$ cat src/hdl/event_record_pkg.sv
// Constants, record layout and register map of the fault event record builder.
package event_record_pkg;

    // ========================================
    // Record layout
    localparam int REC_BITS       = 256;
    localparam int REC_NUM_LSB    = 0;
    localparam int REC_SSV_BIT    = 11;
    localparam int REC_SUB_LSB    = 12;
    localparam int REC_SUB_BITS   = 20;
    localparam int REC_ID_LSB     = 32;
    localparam int REC_REASON_LSB = 64;
    localparam int REC_NONSECURE_IPA_BIT_BIT  = 96;
    localparam int REC_DIR_BIT    = 99;
    localparam int REC_INSTR_BIT  = 100;
    localparam int REC_PRIV_BIT   = 101;
    localparam int REC_STAGE_BIT  = 103;
    localparam int REC_CLASS_LSB  = 104;
    localparam int REC_ADDR_LSB   = 128;
    localparam int REC_FETCH_LSB  = 192;
    localparam logic [255:0] REC_DEFINED_MASK = {128'hffffffffffffffffffffffffffffffff,
        32'h000003b9, 64'hffffffffffffffff, 32'hfffff8ff};

    // ========================================
    // Event numbers and fault classes
    localparam logic [7:0] EV_UNSUPPORTED   = 8'h01;
    localparam logic [7:0] EV_BAD_REQUESTER = 8'h02;
    localparam logic [7:0] EV_ENTRY_FETCH   = 8'h03;
    localparam logic [7:0] EV_BAD_ENTRY     = 8'h04;
    localparam logic [1:0] CLASS_CONTEXT    = 2'h0;
    localparam logic [1:0] CLASS_WALK       = 2'h1;
    localparam logic [1:0] CLASS_INPUT      = 2'h2;
    localparam logic [1:0] CLASS_RESERVED   = 2'h3;
    localparam logic [4:0] SPAN_RESERVED_MIN = 5'h0c;

    // ========================================
    // Register map
    localparam logic [11:0] OFF_CTRL     = 12'h000;
    localparam logic [11:0] OFF_NS_TABLE = 12'h004;
    localparam logic [11:0] OFF_S_TABLE  = 12'h008;
    localparam logic [11:0] OFF_COUNTS   = 12'h00c;
    localparam logic [11:0] OFF_DISCARDS = 12'h010;
    localparam int CTRL_GLOBAL_LSB  = 0;
    localparam int CTRL_QUEUE_LSB   = 2;
    localparam int CTRL_RECINV_LSB  = 4;
    localparam logic [31:0] CTRL_MASK  = 32'h0000003f;
    localparam logic [31:0] TABLE_MASK = 32'h000107ff;
    localparam logic [31:0] CTRL_RESET  = 32'h00000000;
    localparam logic [31:0] TABLE_RESET = 32'h00000000;
    localparam int TBL_LOG_LSB   = 0;
    localparam int TBL_SPLIT_LSB = 6;
    localparam int TBL_FMT_BIT   = 16;

    // ========================================
    // Timing
    localparam int CLK_PERIOD_NS    = 100;
    localparam int MERGE_WINDOW_NS  = 2000;
    localparam int MERGE_WINDOW_CYC = MERGE_WINDOW_NS / CLK_PERIOD_NS;

    typedef enum logic {ST_IDLE, ST_HOLD} hold_state_t;

endpackage

$ cat src/hdl/event_fields_if.sv
// Field bundle between the record builder and the record packer.
`timescale 1ns/1ns
interface event_fields_if;
    logic [7:0]   num;
    logic [31:0]  requester;
    logic         subValid;
    logic [19:0]  sub;
    logic         accessDirection;
    logic         privilegeFlag;
    logic         instrOrDataFlag;
    logic [63:0]  incomingAddress;
    logic         faultStage;
    logic [1:0]   faultClass;
    logic         nonsecureIpaBit;
    logic [31:0]  reason;
    logic         hasFetch;
    logic [63:0]  fetchAddress;
    logic [255:0] record;

    modport builder (output num, requester, subValid, sub, accessDirection, privilegeFlag,
                     instrOrDataFlag, incomingAddress, faultStage, faultClass, nonsecureIpaBit,
                     reason, hasFetch, fetchAddress, input record);
    modport packer  (input num, requester, subValid, sub, accessDirection, privilegeFlag,
                     instrOrDataFlag, incomingAddress, faultStage, faultClass, nonsecureIpaBit,
                     reason, hasFetch, fetchAddress, output record);
endinterface

$ cat src/hdl/fault_event_record_builder.sv
// Fault event record builder: range check, merging, queue gating and APB registers.
//
// Notes on behaviour
// - Each record is 32 bytes, byte n holding record bits 8n+7 down to 8n.
// - A record goes to the queue of the causing requester's security state.
// - Direction bit is 0 for write, 1 for read.
// - Privilege bit is the overridden value, 1 meaning privileged.
// - Instruction bit is the overridden value, 1 meaning instruction fetch.
// - Incoming address is stored whole, top byte untouched.
// - Substream valid flag marks whether the substream field holds a value.
// - Class field codes context fetch, walk fetch or input address.
// - Nonsecure IPA bit is zero except stage 2 faults on the secure queue.
// - Fetch events carry the structure fetch address as computed.
// - Undefined record bits are zero.
// - Without merge enable only pre-entry events may merge.
// - Merging needs identical records close together in time.
// - Stalled events are never merged.
// - Records are merged only inside a short window after a written one.
// - The four pre-entry events may merge regardless of merge enable.
// - Unsupported transaction is event 0x01 with incoming privilege and instruction bits.
// - Unsupported transaction is recorded even with translation disabled.
// - Bad requester event 0x02 only when recording is enabled; id range checked.
// - Two-level tables also check descriptor span and low split bits.
// - Each security state checks its own table size and uses its own queue.
// - Records are written only to writable queues; stalled events wait.
`timescale 1ns/1ns
module fault_event_record_builder
    import event_record_pkg::*;
#(
    parameter int ID_W  = 32,
    parameter int SUB_W = 20
) (
    input  wire logic              clk,
    input  wire logic              rst,
    input  wire logic              psel,
    input  wire logic              penable,
    input  wire logic              pwrite,
    input  wire logic [11:0]       paddr,
    input  wire logic [31:0]       pwdata,
    output logic      [31:0]       prdata,
    output logic                   pready,
    output logic                   pslverr,
    input  wire logic              evValid,
    output logic                   evReady,
    input  wire logic [7:0]        evNum,
    input  wire logic              evSecure,
    input  wire logic [ID_W-1:0]   evRequesterIdentifier,
    input  wire logic              evSubstreamValid,
    input  wire logic [SUB_W-1:0]  evSubRequesterIdentifier,
    input  wire logic              evAccessDirection,
    input  wire logic              evRawPrivilege,
    input  wire logic              evRawInstr,
    input  wire logic              evPrivilegeFlag,
    input  wire logic              evInstrOrDataFlag,
    input  wire logic [63:0]       evIncomingAddress,
    input  wire logic              evFaultStage,
    input  wire logic [1:0]        evFaultClass,
    input  wire logic              evStage1Ns,
    input  wire logic              evStage1Bypass,
    input  wire logic              evEntryNsConfig,
    input  wire logic              evMergeEnable,
    input  wire logic              evHasStall,
    input  wire logic              evStall,
    input  wire logic [31:0]       evReason,
    input  wire logic              evHasFetch,
    input  wire logic [63:0]       evFetchAddress,
    input  wire logic [4:0]        evLevel1Span,
    input  wire logic [1:0]        queueFull,
    input  wire logic [1:0]        queueAbort,
    output logic                   recValid,
    output logic                   recSecure,
    output logic [REC_BITS-1:0]    record
);

    // ========================================
    // Parameter checks
    if (ID_W < 1 || ID_W > 32) begin : g_bad_id
        $error("ID_W must lie between 1 and 32.");
    end
    if (SUB_W < 1 || SUB_W > REC_SUB_BITS) begin : g_bad_sub
        $error("SUB_W must lie between 1 and 20.");
    end

    // ========================================
    // Requester range check
    function automatic logic rangeFault(input logic [31:0] id, input logic [5:0] logSize,
                                        input logic twoLevel, input logic [4:0] split,
                                        input logic [4:0] span);
        logic [31:0] lowMask;
        logic        fault;
        fault   = (logSize < 6'd32) && ((id >> logSize) != 32'h0);
        lowMask = (32'h1 << split) - 32'h1;
        if (twoLevel) begin
            if (span == 5'h0 || span >= SPAN_RESERVED_MIN) begin
                fault = 1'b1;
            end else if ({1'b0, span} > ({1'b0, split} + 6'd1)) begin
                fault = 1'b1;
            end else if ((id & lowMask) >= (32'h1 << (span - 5'h1))) begin
                fault = 1'b1;
            end
        end
        return fault;
    endfunction

    // ========================================
    // Register state
    logic [31:0] ctrl;
    logic [31:0] nsTable;
    logic [31:0] sTable;
    logic [15:0] writtenCnt;
    logic [15:0] mergedCnt;
    logic [15:0] discardCnt;
    logic [31:0] next_ctrl;
    logic [31:0] next_nsTable;
    logic [31:0] next_sTable;
    logic [31:0] next_prdata;
    logic        next_pready;
    logic        next_pslverr;

    // ========================================
    // Event state
    localparam int TW = $clog2(MERGE_WINDOW_CYC + 1);
    localparam logic [TW-1:0] WINDOW_LOAD = TW'(MERGE_WINDOW_CYC);

    hold_state_t         state;
    hold_state_t         next_state;
    logic [REC_BITS-1:0] heldRec;
    logic                heldSec;
    logic [REC_BITS-1:0] lastRec;
    logic                lastSec;
    logic [TW-1:0]       timer;
    logic [REC_BITS-1:0] next_heldRec;
    logic                next_heldSec;
    logic [REC_BITS-1:0] next_lastRec;
    logic                next_lastSec;
    logic [TW-1:0]       next_timer;
    logic                next_recValid;
    logic                next_recSecure;
    logic [REC_BITS-1:0] next_record;
    logic                next_evReady;
    logic [15:0]         next_writtenCnt;
    logic [15:0]         next_mergedCnt;
    logic [15:0]         next_discardCnt;

    // ========================================
    // Event decode
    logic       accept;
    logic       isUnsupported;
    logic       badId;
    logic [7:0] effNum;
    logic       preEntry;
    logic       keep;
    logic       mergeHit;
    logic [1:0] writableVec;
    logic       writableNow;
    logic [5:0] logSize;
    logic [4:0] split;
    logic       twoLevel;
    logic       sec;

    event_fields_if fields ();

    assign sec           = evSecure;
    assign logSize       = sec ? sTable[TBL_LOG_LSB +: 6] : nsTable[TBL_LOG_LSB +: 6];
    assign split         = sec ? sTable[TBL_SPLIT_LSB +: 5] : nsTable[TBL_SPLIT_LSB +: 5];
    assign twoLevel      = sec ? sTable[TBL_FMT_BIT] : nsTable[TBL_FMT_BIT];
    assign accept        = evValid && evReady;
    assign isUnsupported = (evNum == EV_UNSUPPORTED);
    assign badId         = rangeFault(32'(evRequesterIdentifier), logSize, twoLevel, split,
                                      evLevel1Span);
    assign effNum        = (badId && !isUnsupported) ? EV_BAD_REQUESTER : evNum;
    assign preEntry      = (effNum >= EV_UNSUPPORTED) && (effNum <= EV_BAD_ENTRY);
    assign writableVec   = ctrl[CTRL_QUEUE_LSB +: 2] & ~queueFull & ~queueAbort;
    assign writableNow   = writableVec[sec];

    always_comb begin
        if (isUnsupported) begin
            keep = 1'b1;
        end else if (effNum == EV_BAD_REQUESTER) begin
            keep = ctrl[CTRL_RECINV_LSB + 32'(sec)] && ctrl[CTRL_GLOBAL_LSB + 32'(sec)];
        end else begin
            keep = ctrl[CTRL_GLOBAL_LSB + 32'(sec)];
        end
    end

    // ========================================
    // Field selection
    assign fields.num             = effNum;
    assign fields.requester       = 32'(evRequesterIdentifier);
    assign fields.subValid        = evSubstreamValid;
    assign fields.sub             = REC_SUB_BITS'(evSubRequesterIdentifier);
    assign fields.accessDirection = evAccessDirection;
    assign fields.privilegeFlag   = isUnsupported ? evRawPrivilege : evPrivilegeFlag;
    assign fields.instrOrDataFlag = isUnsupported ? evRawInstr : evInstrOrDataFlag;
    assign fields.incomingAddress = evIncomingAddress;
    assign fields.faultStage      = evFaultStage;
    assign fields.faultClass      = evFaultClass;
    assign fields.nonsecureIpaBit = sec && evFaultStage &&
                                    (evStage1Bypass ? evEntryNsConfig : evStage1Ns);
    assign fields.reason          = evReason;
    assign fields.hasFetch        = evHasFetch;
    assign fields.fetchAddress    = evFetchAddress;

    event_record_packer u_packer (
        .f (fields.packer)
    );

    assign mergeHit = (evMergeEnable || preEntry) && !(evHasStall && evStall) &&
                      (timer != '0) && (fields.record == lastRec) && (sec == lastSec);

    // ========================================
    // Event next state
    always_comb begin
        next_state      = state;
        next_heldRec    = heldRec;
        next_heldSec    = heldSec;
        next_lastRec    = lastRec;
        next_lastSec    = lastSec;
        next_timer      = (timer != '0) ? timer - TW'(1) : timer;
        next_recValid   = 1'b0;
        next_recSecure  = recSecure;
        next_record     = record;
        next_writtenCnt = writtenCnt;
        next_mergedCnt  = mergedCnt;
        next_discardCnt = discardCnt;
        case (state)
            ST_IDLE: begin
                if (accept && keep) begin
                    if (mergeHit) begin
                        next_mergedCnt = mergedCnt + 16'h1;
                    end else if (writableNow) begin
                        next_recValid   = 1'b1;
                        next_recSecure  = sec;
                        next_record     = fields.record;
                        next_lastRec    = fields.record;
                        next_lastSec    = sec;
                        next_timer      = WINDOW_LOAD;
                        next_writtenCnt = writtenCnt + 16'h1;
                    end else if (evHasStall && evStall) begin
                        next_state   = ST_HOLD;
                        next_heldRec = fields.record;
                        next_heldSec = sec;
                    end else begin
                        next_discardCnt = discardCnt + 16'h1;
                    end
                end
            end
            ST_HOLD: begin
                if (writableVec[heldSec]) begin
                    next_state      = ST_IDLE;
                    next_recValid   = 1'b1;
                    next_recSecure  = heldSec;
                    next_record     = heldRec;
                    next_lastRec    = heldRec;
                    next_lastSec    = heldSec;
                    next_timer      = WINDOW_LOAD;
                    next_writtenCnt = writtenCnt + 16'h1;
                end
            end
            default: begin
                next_state = ST_IDLE;
            end
        endcase
        next_evReady = (next_state == ST_IDLE);
    end

    always_ff @(posedge clk or posedge rst) begin
        if (rst) begin
            state      <= ST_IDLE;
            heldRec    <= '0;
            heldSec    <= 1'b0;
            lastRec    <= '0;
            lastSec    <= 1'b0;
            timer      <= '0;
            recValid   <= 1'b0;
            recSecure  <= 1'b0;
            record     <= '0;
            evReady    <= 1'b0;
            writtenCnt <= 16'h0;
            mergedCnt  <= 16'h0;
            discardCnt <= 16'h0;
        end else begin
            state      <= next_state;
            heldRec    <= next_heldRec;
            heldSec    <= next_heldSec;
            lastRec    <= next_lastRec;
            lastSec    <= next_lastSec;
            timer      <= next_timer;
            recValid   <= next_recValid;
            recSecure  <= next_recSecure;
            record     <= next_record;
            evReady    <= next_evReady;
            writtenCnt <= next_writtenCnt;
            mergedCnt  <= next_mergedCnt;
            discardCnt <= next_discardCnt;
        end
    end

    // ========================================
    // APB slave
    logic apbWrite;

    assign apbWrite = psel && penable && pready && pwrite;

    always_comb begin
        next_ctrl    = ctrl;
        next_nsTable = nsTable;
        next_sTable  = sTable;
        next_pready  = psel && penable && !pready;
        next_prdata  = 32'h0;
        next_pslverr = 1'b0;
        if (paddr == OFF_CTRL) begin
            next_prdata = ctrl;
        end else if (paddr == OFF_NS_TABLE) begin
            next_prdata = nsTable;
        end else if (paddr == OFF_S_TABLE) begin
            next_prdata = sTable;
        end else if (paddr == OFF_COUNTS) begin
            next_prdata = {mergedCnt, writtenCnt};
        end else if (paddr == OFF_DISCARDS) begin
            next_prdata = {16'h0, discardCnt};
        end else begin
            next_pslverr = 1'b1;
        end
        if (!next_pready || !pwrite) begin
            next_pslverr = next_pslverr && next_pready;
        end else begin
            next_prdata = 32'h0;
        end
        if (apbWrite) begin
            if (paddr == OFF_CTRL) begin
                next_ctrl = pwdata & CTRL_MASK;
            end else if (paddr == OFF_NS_TABLE) begin
                next_nsTable = pwdata & TABLE_MASK;
            end else if (paddr == OFF_S_TABLE) begin
                next_sTable = pwdata & TABLE_MASK;
            end
        end
    end

    always_ff @(posedge clk or posedge rst) begin
        if (rst) begin
            ctrl    <= CTRL_RESET;
            nsTable <= TABLE_RESET;
            sTable  <= TABLE_RESET;
            prdata  <= 32'h0;
            pready  <= 1'b0;
            pslverr <= 1'b0;
        end else begin
            ctrl    <= next_ctrl;
            nsTable <= next_nsTable;
            sTable  <= next_sTable;
            prdata  <= next_prdata;
            pready  <= next_pready;
            pslverr <= next_pslverr;
        end
    end
endmodule

$ cat src/hdl/event_record_packer.sv
// Places the event fields at their fixed bit positions of a 32-byte record.
`timescale 1ns/1ns
module event_record_packer
    import event_record_pkg::*;
(
    event_fields_if.packer f
);

    // ========================================
    // Packing
    always_comb begin
        f.record = '0;
        f.record[REC_NUM_LSB +: 8] = f.num;
        f.record[REC_SSV_BIT] = f.subValid;
        if (f.subValid) begin
            f.record[REC_SUB_LSB +: REC_SUB_BITS] = f.sub;
        end
        f.record[REC_ID_LSB +: 32] = f.requester;
        f.record[REC_REASON_LSB +: 32] = f.reason;
        f.record[REC_NONSECURE_IPA_BIT_BIT] = f.nonsecureIpaBit;
        f.record[REC_DIR_BIT] = f.accessDirection;
        f.record[REC_INSTR_BIT] = f.instrOrDataFlag;
        f.record[REC_PRIV_BIT] = f.privilegeFlag;
        f.record[REC_STAGE_BIT] = f.faultStage;
        f.record[REC_CLASS_LSB +: 2] = f.faultClass;
        f.record[REC_ADDR_LSB +: 64] = f.incomingAddress;
        if (f.hasFetch) begin
            f.record[REC_FETCH_LSB +: 64] = f.fetchAddress;
        end
    end

endmodule

$ cat config.mk
export PLATFORM = sky130hd
export DESIGN_NAME = fault_event_record_builder
export DESIGN_NICKNAME = d
export VERILOG_FILES = /design/src/hdl/event_record_pkg.sv /design/src/hdl/event_fields_if.sv /design/src/hdl/fault_event_record_builder.sv /design/src/hdl/event_record_packer.sv
export SDC_FILE = /design/constraint.sdc
export NUM_CORES = 2
export LEC_CHECK = 0
export ABC_AREA = 0
export BUFFER_PORTS_ARGS = -buffer_cell sky130_fd_sc_hd__buf_2
export CORE_ASPECT_RATIO = 1.2
export CORE_MARGIN = 2
export CORE_UTILIZATION = 57
export DETAILED_ROUTE_END_ITERATION = 8
export PLACE_DENSITY = 0.82
export RECOVER_POWER = 50
export SLEW_MARGIN = 20
export SYNTH_ARGS = -nofsm -noshare
export SYNTH_HDL_FRONTEND = slang
export SYNTH_SLANG_ARGS = --single-unit
export TNS_END_PERCENT = 10
$ cat constraint.sdc
create_clock -name clk -period 19.3 [get_ports clk]
set_input_delay 0.965 -clock clk [delete_from_list [all_inputs] [get_ports clk]]
set_output_delay 0.965 -clock clk [all_outputs]
set_load 0.02 [all_outputs]
== After elaboration in Yosys (flattened, before gate mapping) ==
Index checks and enable logic that the tools add are counted.

* Add/sub/neg operators: 8
* Magnitude comparators: 10
* Equal/unequal tests: 12
* Shift operators: 3
* Mux-type cells: 67
* Bitwise operators: 12
* Reductions and logical operators: 37

{| class="wikitable"
|+ Operator list
! cell !! count
|-
| two-way mux 256 bit || 4
|-
| case mux 256 bit (2 select lines) || 1
|-
| == test 256 bit || 1
|-
| two-way mux 32 bit || 5
|-
| two-way mux 16 bit || 5
|-
| two-way mux 64 bit || 1
|-
| << shifter 1 x 5 -> 32 bit, first input constant || 2
|-
| adder 16 x 1 -> 16 bit, second input constant || 3
|-
| two-way mux 1 bit || 36
|-
| bitwise AND 32 bit || 1
|-
| greater-or-equal comparator 32 bit || 1
|-
| case mux 16 bit (2 select lines) || 1
|-
| nonzero test 32 bit || 1
|-
| right shift 32 x 6 -> 32 bit || 1
|-
| subtractor 32 x 1 -> 32 bit, second input constant || 1
|-
| two-way mux 5 bit || 6
|-
| == test 12 x 4 -> 1 bit, second input constant || 2
|-
| two-way mux 20 bit || 1
|-
| logical AND 1 bit || 18
|-
| == test 12 x 3 -> 1 bit, second input constant || 1
|-
| == test 12 x 5 -> 1 bit, second input constant || 1
|-
| logical NOT 12 bit || 1
|-
| case mux 5 bit (2 select lines) || 1
|-
| AND reduction 5 bit || 2
|-
| 30 further kinds || 52
|}

* Flip-flop bits (word level): 606
* Bits of input ports: 296

== Depth between registers and ports, before layout ==
* Depth after elaboration: 22
* Depth in mapped cells: 35

== Modules after synthesis ==
A second synthesis with hierarchy kept.

* Cells, all modules: 3092
* Area total of the unflattened synthesis: 35954.5 um2

{| class="wikitable"
|+ Modules (own cells, without submodules)
! module !! times used !! cells an instance !! area each (um2)
|-
| fault_event_record_builder || 1 || 2827 || 34016.4
|-
| event_record_packer || 1 || 265 || 1938.1
|}

== Worst setup path before layout ==
Ideal clock, no wire load.

* Kind: in2reg
* From: input port evSecure
* To: register discardCnt[1]
* Arrival: 7.876 ns
* Required time: 19.175 ns
* Slack: 11.299 ns
* Stages on the path: 28
* Buffers on the path: 7
* Cell sequence: buf_2 buf_4 buf_2 buf_1 nor3_1 a21oi_1 clkbuf_1 or2_2 ha_1 o21ai_0 or2_2 nor2_1 o21ai_0 or3_1 clkbuf_1 o311a_1 o21a_1 ha_1 a2111oi_2 o21ai_1 a211o_1 a211oi_2 nand2_2 a2111o_1 a2111o_1 o31ai_1 buf_2 mux2_2

* Word-level cells in the longest chain between the ends: 20
* Elaborated cells between the ends (all ways): 46
* Classes of those cells: add/sub (3); order compare (5); eq/ne (3); shift (2); mux (16); bitwise (3); reduce/logical (14)

{| class="wikitable"
|+ RTL lines
! item !! line !! source
|-
| from (decl) || fault_event_record_builder.sv:46 || <nowiki>input wire logic evSecure,</nowiki>
|-
| two-way mux 5 bit || fault_event_record_builder.sv:165 || <nowiki>assign split = sec ? sTable[TBL_SPLIT_LSB +: 5] : nsTable[TBL_SPLIT_LSB +: 5];</nowiki>
|-
| << shifter 1 x 5 -> 32 bit || fault_event_record_builder.sv:92 || <nowiki>lowMask = (32'h1 << split) - 32'h1;</nowiki>
|-
| subtractor 32 x 1 -> 32 bit || fault_event_record_builder.sv:92 ||
|-
| bitwise AND 32 bit || fault_event_record_builder.sv:98 || <nowiki>end else if ((id & lowMask) >= (32'h1 << (span - 5'h1))) begin</nowiki>
|-
| greater-or-equal comparator 32 bit || fault_event_record_builder.sv:98 ||
|-
| two-way mux 1 bit || fault_event_record_builder.sv:98 ||
|-
| two-way mux 1 bit || fault_event_record_builder.sv:96 || <nowiki>end else if ({1'b0, span} > ({1'b0, split} + 6'd1)) begin</nowiki>
|-
| two-way mux 1 bit || fault_event_record_builder.sv:94 || <nowiki>if (span == 5'h0 || span >= SPAN_RESERVED_MIN) begin</nowiki>
|-
| [... 2 more ...] || n/a ||
|-
| two-way mux 8 bit || fault_event_record_builder.sv:171 || <nowiki>assign effNum = (badId && !isUnsupported) ? EV_BAD_REQUESTER : evNum;</nowiki>
|-
| greater-or-equal comparator 8 x 1 -> 1 bit or <= comparator 8 x 3 -> 1 bit (tied branches) || fault_event_record_builder.sv:172 || <nowiki>assign preEntry = (effNum >= EV_UNSUPPORTED) && (effNum <= EV_BAD_ENTRY);</nowiki>
|-
| logical AND 1 bit || fault_event_record_builder.sv:172 ||
|-
| logical OR 1 bit || fault_event_record_builder.sv:208 || <nowiki>assign mergeHit = (evMergeEnable || preEntry) && !(evHasStall && evStall) &&</nowiki>
|-
| logical AND 1 bit (2 in a row) || fault_event_record_builder.sv:208 ||
|-
| logical AND 1 bit (2 in a row) || fault_event_record_builder.sv:209 || <nowiki>(timer != '0) && (fields.record == lastRec) && (sec == lastSec);</nowiki>
|-
| NOT 1 bit (no source line) || n/a ||
|-
| AND reduction 5 bit (no source line) * || n/a ||
|-
| to (signal assigned) || fault_event_record_builder.sv:295 || <nowiki>discardCnt <= next_discardCnt;</nowiki>
|-
| to (decl) || fault_event_record_builder.sv:112 || <nowiki>logic [15:0] discardCnt;</nowiki>
|}

Mark *: on every way between the ends. The rest lies on a longest branch, timed or not. The select of a mux whose other input is x is not followed.
A chain may end at the register's enable or synchronous reset.

==> metrics.txt <==
result of the run=finished with violations; violated checks=capacitance limit, slew limit; Max-Cap Viols=2; number of synthesized flops with an enable pin=0; share of synthesized flip-flops with an asynchronous set or reset=100%; most instantiated cells after synthesis=sky130_fd_sc_hd__dfrtp_1 (578), sky130_fd_sc_hd__nand2_1 (424), sky130_fd_sc_hd__o21ai_0 (286), sky130_fd_sc_hd__mux2_2 (249), sky130_fd_sc_hd__mux2_1 (184); average cell area after synthesis=10.1 um^2; post-CTS setup-driven buffer insertion count=0; Slew Limit Headroom=-433%; starting DRC count in detailed routing=2554; count of hold buffers inserted by post-cts repair=0; Seq/Total Area, Yosys=45.7%; count of different cell masters after synthesis=79; number of gates given a new drive strength after cts=0; top-area cell type share of the netlist area=45.7%; Fin Clk Skew=0.0480 ns; power per standard cell area=71.5 nW/um^2; Total Wirelength=104000 um; worst-path fanout max=149; length in cells of the worst reg-to-reg path=25; mean routed wirelength per cell=23.9 um; endpoint class of the critical path=asynchronous set/reset pin; final global-route overflow total=0; critical path start-end classification=input port to asynchronous set/reset pin; flop2flop setup slack=9.44 ns; cell leakage power=17.3 nW; cell type contributing the most total cell area after synthesis=sky130_fd_sc_hd__dfrtp_1; share of post-route cells with drive strength above 1=between 10% and 20%; growth of design area from synthesis to finish=15.1%; clock transition at the registers of the reported paths=0.06 ns; ANT nets after route=0; final number of max-transition violations=between 200 and 300; Inserted Clock Buffers=57; Clock Sinks=578; initial core utilization=57.6%; y dimension of the die=262 um; capture endpoint of the worst hold path=discardCnt[15]$_DFFE_PP0P_; FF+latch count, synth=578; warnings from Yosys=0; cell chosen for the clock root=sky130_fd_sc_hd__clkbuf_16; depth of the worst hold-timing path=1; number of global-route vias before repair=25400; source-to-sink clock delay at the later pin of the worst-skew pair=roughly 0.65 ns; number of search-and-repair iterations in the first detailed-routing pass=6; die width=219 um; antenna violations before repair=35; die footprint=~57000 um^2; Total GRT Usage=35.4%; fin crit period=11.49 ns; via count normalized by instance count=6.00; number of standard cells after synthesis=3123; pin slew with the least headroom to its limit=7.99 ns; vias after detailed routing=26200; first-pass GRT wire length=153000 um; Final Cycle Share=between 50% and 60%; Clock H-tree levels=2; Final Hold Vio Count=0; Final Wtd Congestion=0.964; fmax=87.1 MHz; startpoint class of the critical path=input port; post-route DRC violation count=0; buffer depth of the longest clock path=3; top flip-flop cell by instance count after synthesis=sky130_fd_sc_hd__dfrtp_1; number of buffers inserted by port buffering=540; placed wire-length estimate=just under 80000 um; post-synth design cell area=31700 um^2; Finish-stage setup viols=0; startpoint of the most critical register-to-register path=sTable[8]$_DFFE_PP0P_; data required time of the worst path=19.91 ns; Peak VDD IR=approximately 95 uV; critical hold path startpoint=discardCnt[15]$_DFFE_PP0P_; area of the placeable core=54900 um^2; largest net degree at the start of global routing=between 150 and 200; most frequent cell after synthesis=sky130_fd_sc_hd__dfrtp_1; capture instance of the worst register-to-register path=lastRec[231]$_DFFE_PP0P_; data arrival at the endpoint of the critical path=12.09 ns; I/O pins=589; largest cells by area after synthesis=sky130_fd_sc_hd__dfrtp_1 (46%), sky130_fd_sc_hd__mux2_2 (8.9%), sky130_fd_sc_hd__mux2_1 (6.5%); TritonCTS clock tree=built; Tightest Hold Check Type=flop to flop; setup repair after global routing missed its margin=false; number of nets in the finished design=3927; number of rows in the core area=94; Final TNS setup=0 ns; tightest hold margin=0.469 ns
==> cell families after synthesis <==
family	synth area share (%)
and+or+nand+nor	12.3
AOI/OAI and AO/OA	11.8
DFF	45.7
muxes	19.1
buffers and inverters	4.21
xor gates and xnor gates	4.87
adders and majority gates	1.98
other	0.0118
==> layout by cell type, fill, tap and decap left out, types with 19 or more instances in the layout <==
cell	count
sky130_fd_sc_hd__and3_1	24
sky130_fd_sc_hd__ha_1	50
sky130_fd_sc_hd__inv_1	107
sky130_fd_sc_hd__nor2_1	167
sky130_fd_sc_hd__a21oi_1	93
sky130_fd_sc_hd__nor3_1	27
sky130_fd_sc_hd__mux2_2	249
sky130_fd_sc_hd__nor4_1	22
sky130_fd_sc_hd__buf_2	273
sky130_fd_sc_hd__dfrtp_1	577
sky130_fd_sc_hd__mux2_1	184
sky130_fd_sc_hd__nor2b_1	22
sky130_fd_sc_hd__o21ai_0	286
sky130_fd_sc_hd__mux2i_1	111
sky130_fd_sc_hd__nand2_1	423
sky130_fd_sc_hd__xor2_1	88
sky130_fd_sc_hd__o22ai_1	34
sky130_fd_sc_hd__a2111oi_0	28
sky130_fd_sc_hd__clkbuf_1	275
sky130_fd_sc_hd__diode_2	20
sky130_fd_sc_hd__and2_1	35
sky130_fd_sc_hd__conb_1	28
sky130_fd_sc_hd__a22oi_1	22
sky130_fd_sc_hd__xnor2_1	88
sky130_fd_sc_hd__buf_4	19
sky130_fd_sc_hd__nand3_1	61
sky130_fd_sc_hd__nand4_1	30
sky130_fd_sc_hd__clkbuf_16	58
==> flip-flops by register name, summed over array words and instances (netlist names), 5 cells and up <==
register,count
ctrl,6
sTable,12
discardCnt,16
heldRec,228
timer,5
prdata,32
mergedCnt,16
nsTable,12
lastRec,228
writtenCnt,16
==> critical path, stage by stage <==
cell and delay (ns):
sky130_fd_sc_hd__buf_2 0.10, sky130_fd_sc_hd__clkinvlp_2 2.81, sky130_fd_sc_hd__clkbuf_1 5.76, sky130_fd_sc_hd__buf_4 1.37, sky130_fd_sc_hd__buf_4 0.88
==> worst max path at each step <==
stage	slack, ns	cells after the start	to	start
CTS	9.08	26	lastRec[179]$_DFFE_PP0P_	evSecure
finish	7.81	5	discardCnt[3]$_DFFE_PP0P_	rst
global route	5.54	5	discardCnt[3]$_DFFE_PP0P_	rst
global placement	8.45	26	lastRec[188]$_DFFE_PP0P_	evSecure
detailed placement	8.45	26	lastRec[177]$_DFFE_PP0P_	evSecure
floorplan	2.16	1	ctrl[0]$_DFFE_PP0P_	rst
==> stage by stage <==
step	power [mW]	util, %	setup WS, ns	instance area [um^2]	std cells
global route	2.68	66.3	5.54	36400	4364
detailed placement	1.42	63.2	8.45	34700	4242
CTS	2.62	66.9	9.08	36700	4349
floorplan	1.34	-	2.16	31800	3150
global placement	1.42	63.2	8.45	34700	4242
finish	2.60	66.3	7.81	36400	4369
==> report_power, final <==
| group | switching [mW] | internal [mW] | total [mW] |
|---|---|---|---|
| sequential | 0.000306 | 1.21 | 1.21 |
| combinational | 0.128 | 0.0625 | 0.190 |
| clock | 0.511 | 0.691 | 1.20 |
| total | 0.639 | 1.97 | 2.60 |
==> per-layer routing <==
layer / track usage, % / vias up / part of all wire (%)
li1: - / 11900 / -
met1: 41.2 / 12800 / 37
met2: 58.2 / 1139 / 47
met3: 10.9 / 336 / 9.2
met4: 20.3 / 32 / 6.5
met5: 0 / - / 0.18
==> layout make-up <==
type / count / area [um^2]
Timing Repair Buffer: 563 / 2570
Antenna cell: 20 / 50.0
Sequential cell: 578 / 14500
Multi-Input combinational cell: 2272 / 16000
Fill cell: 4334 / 18500
Inverter: 109 / 410
Clock inverter: 35 / 453
Tap cell: 720 / 901
Clock buffer: 72 / 1570
Power figures use the tool's default switching activity.
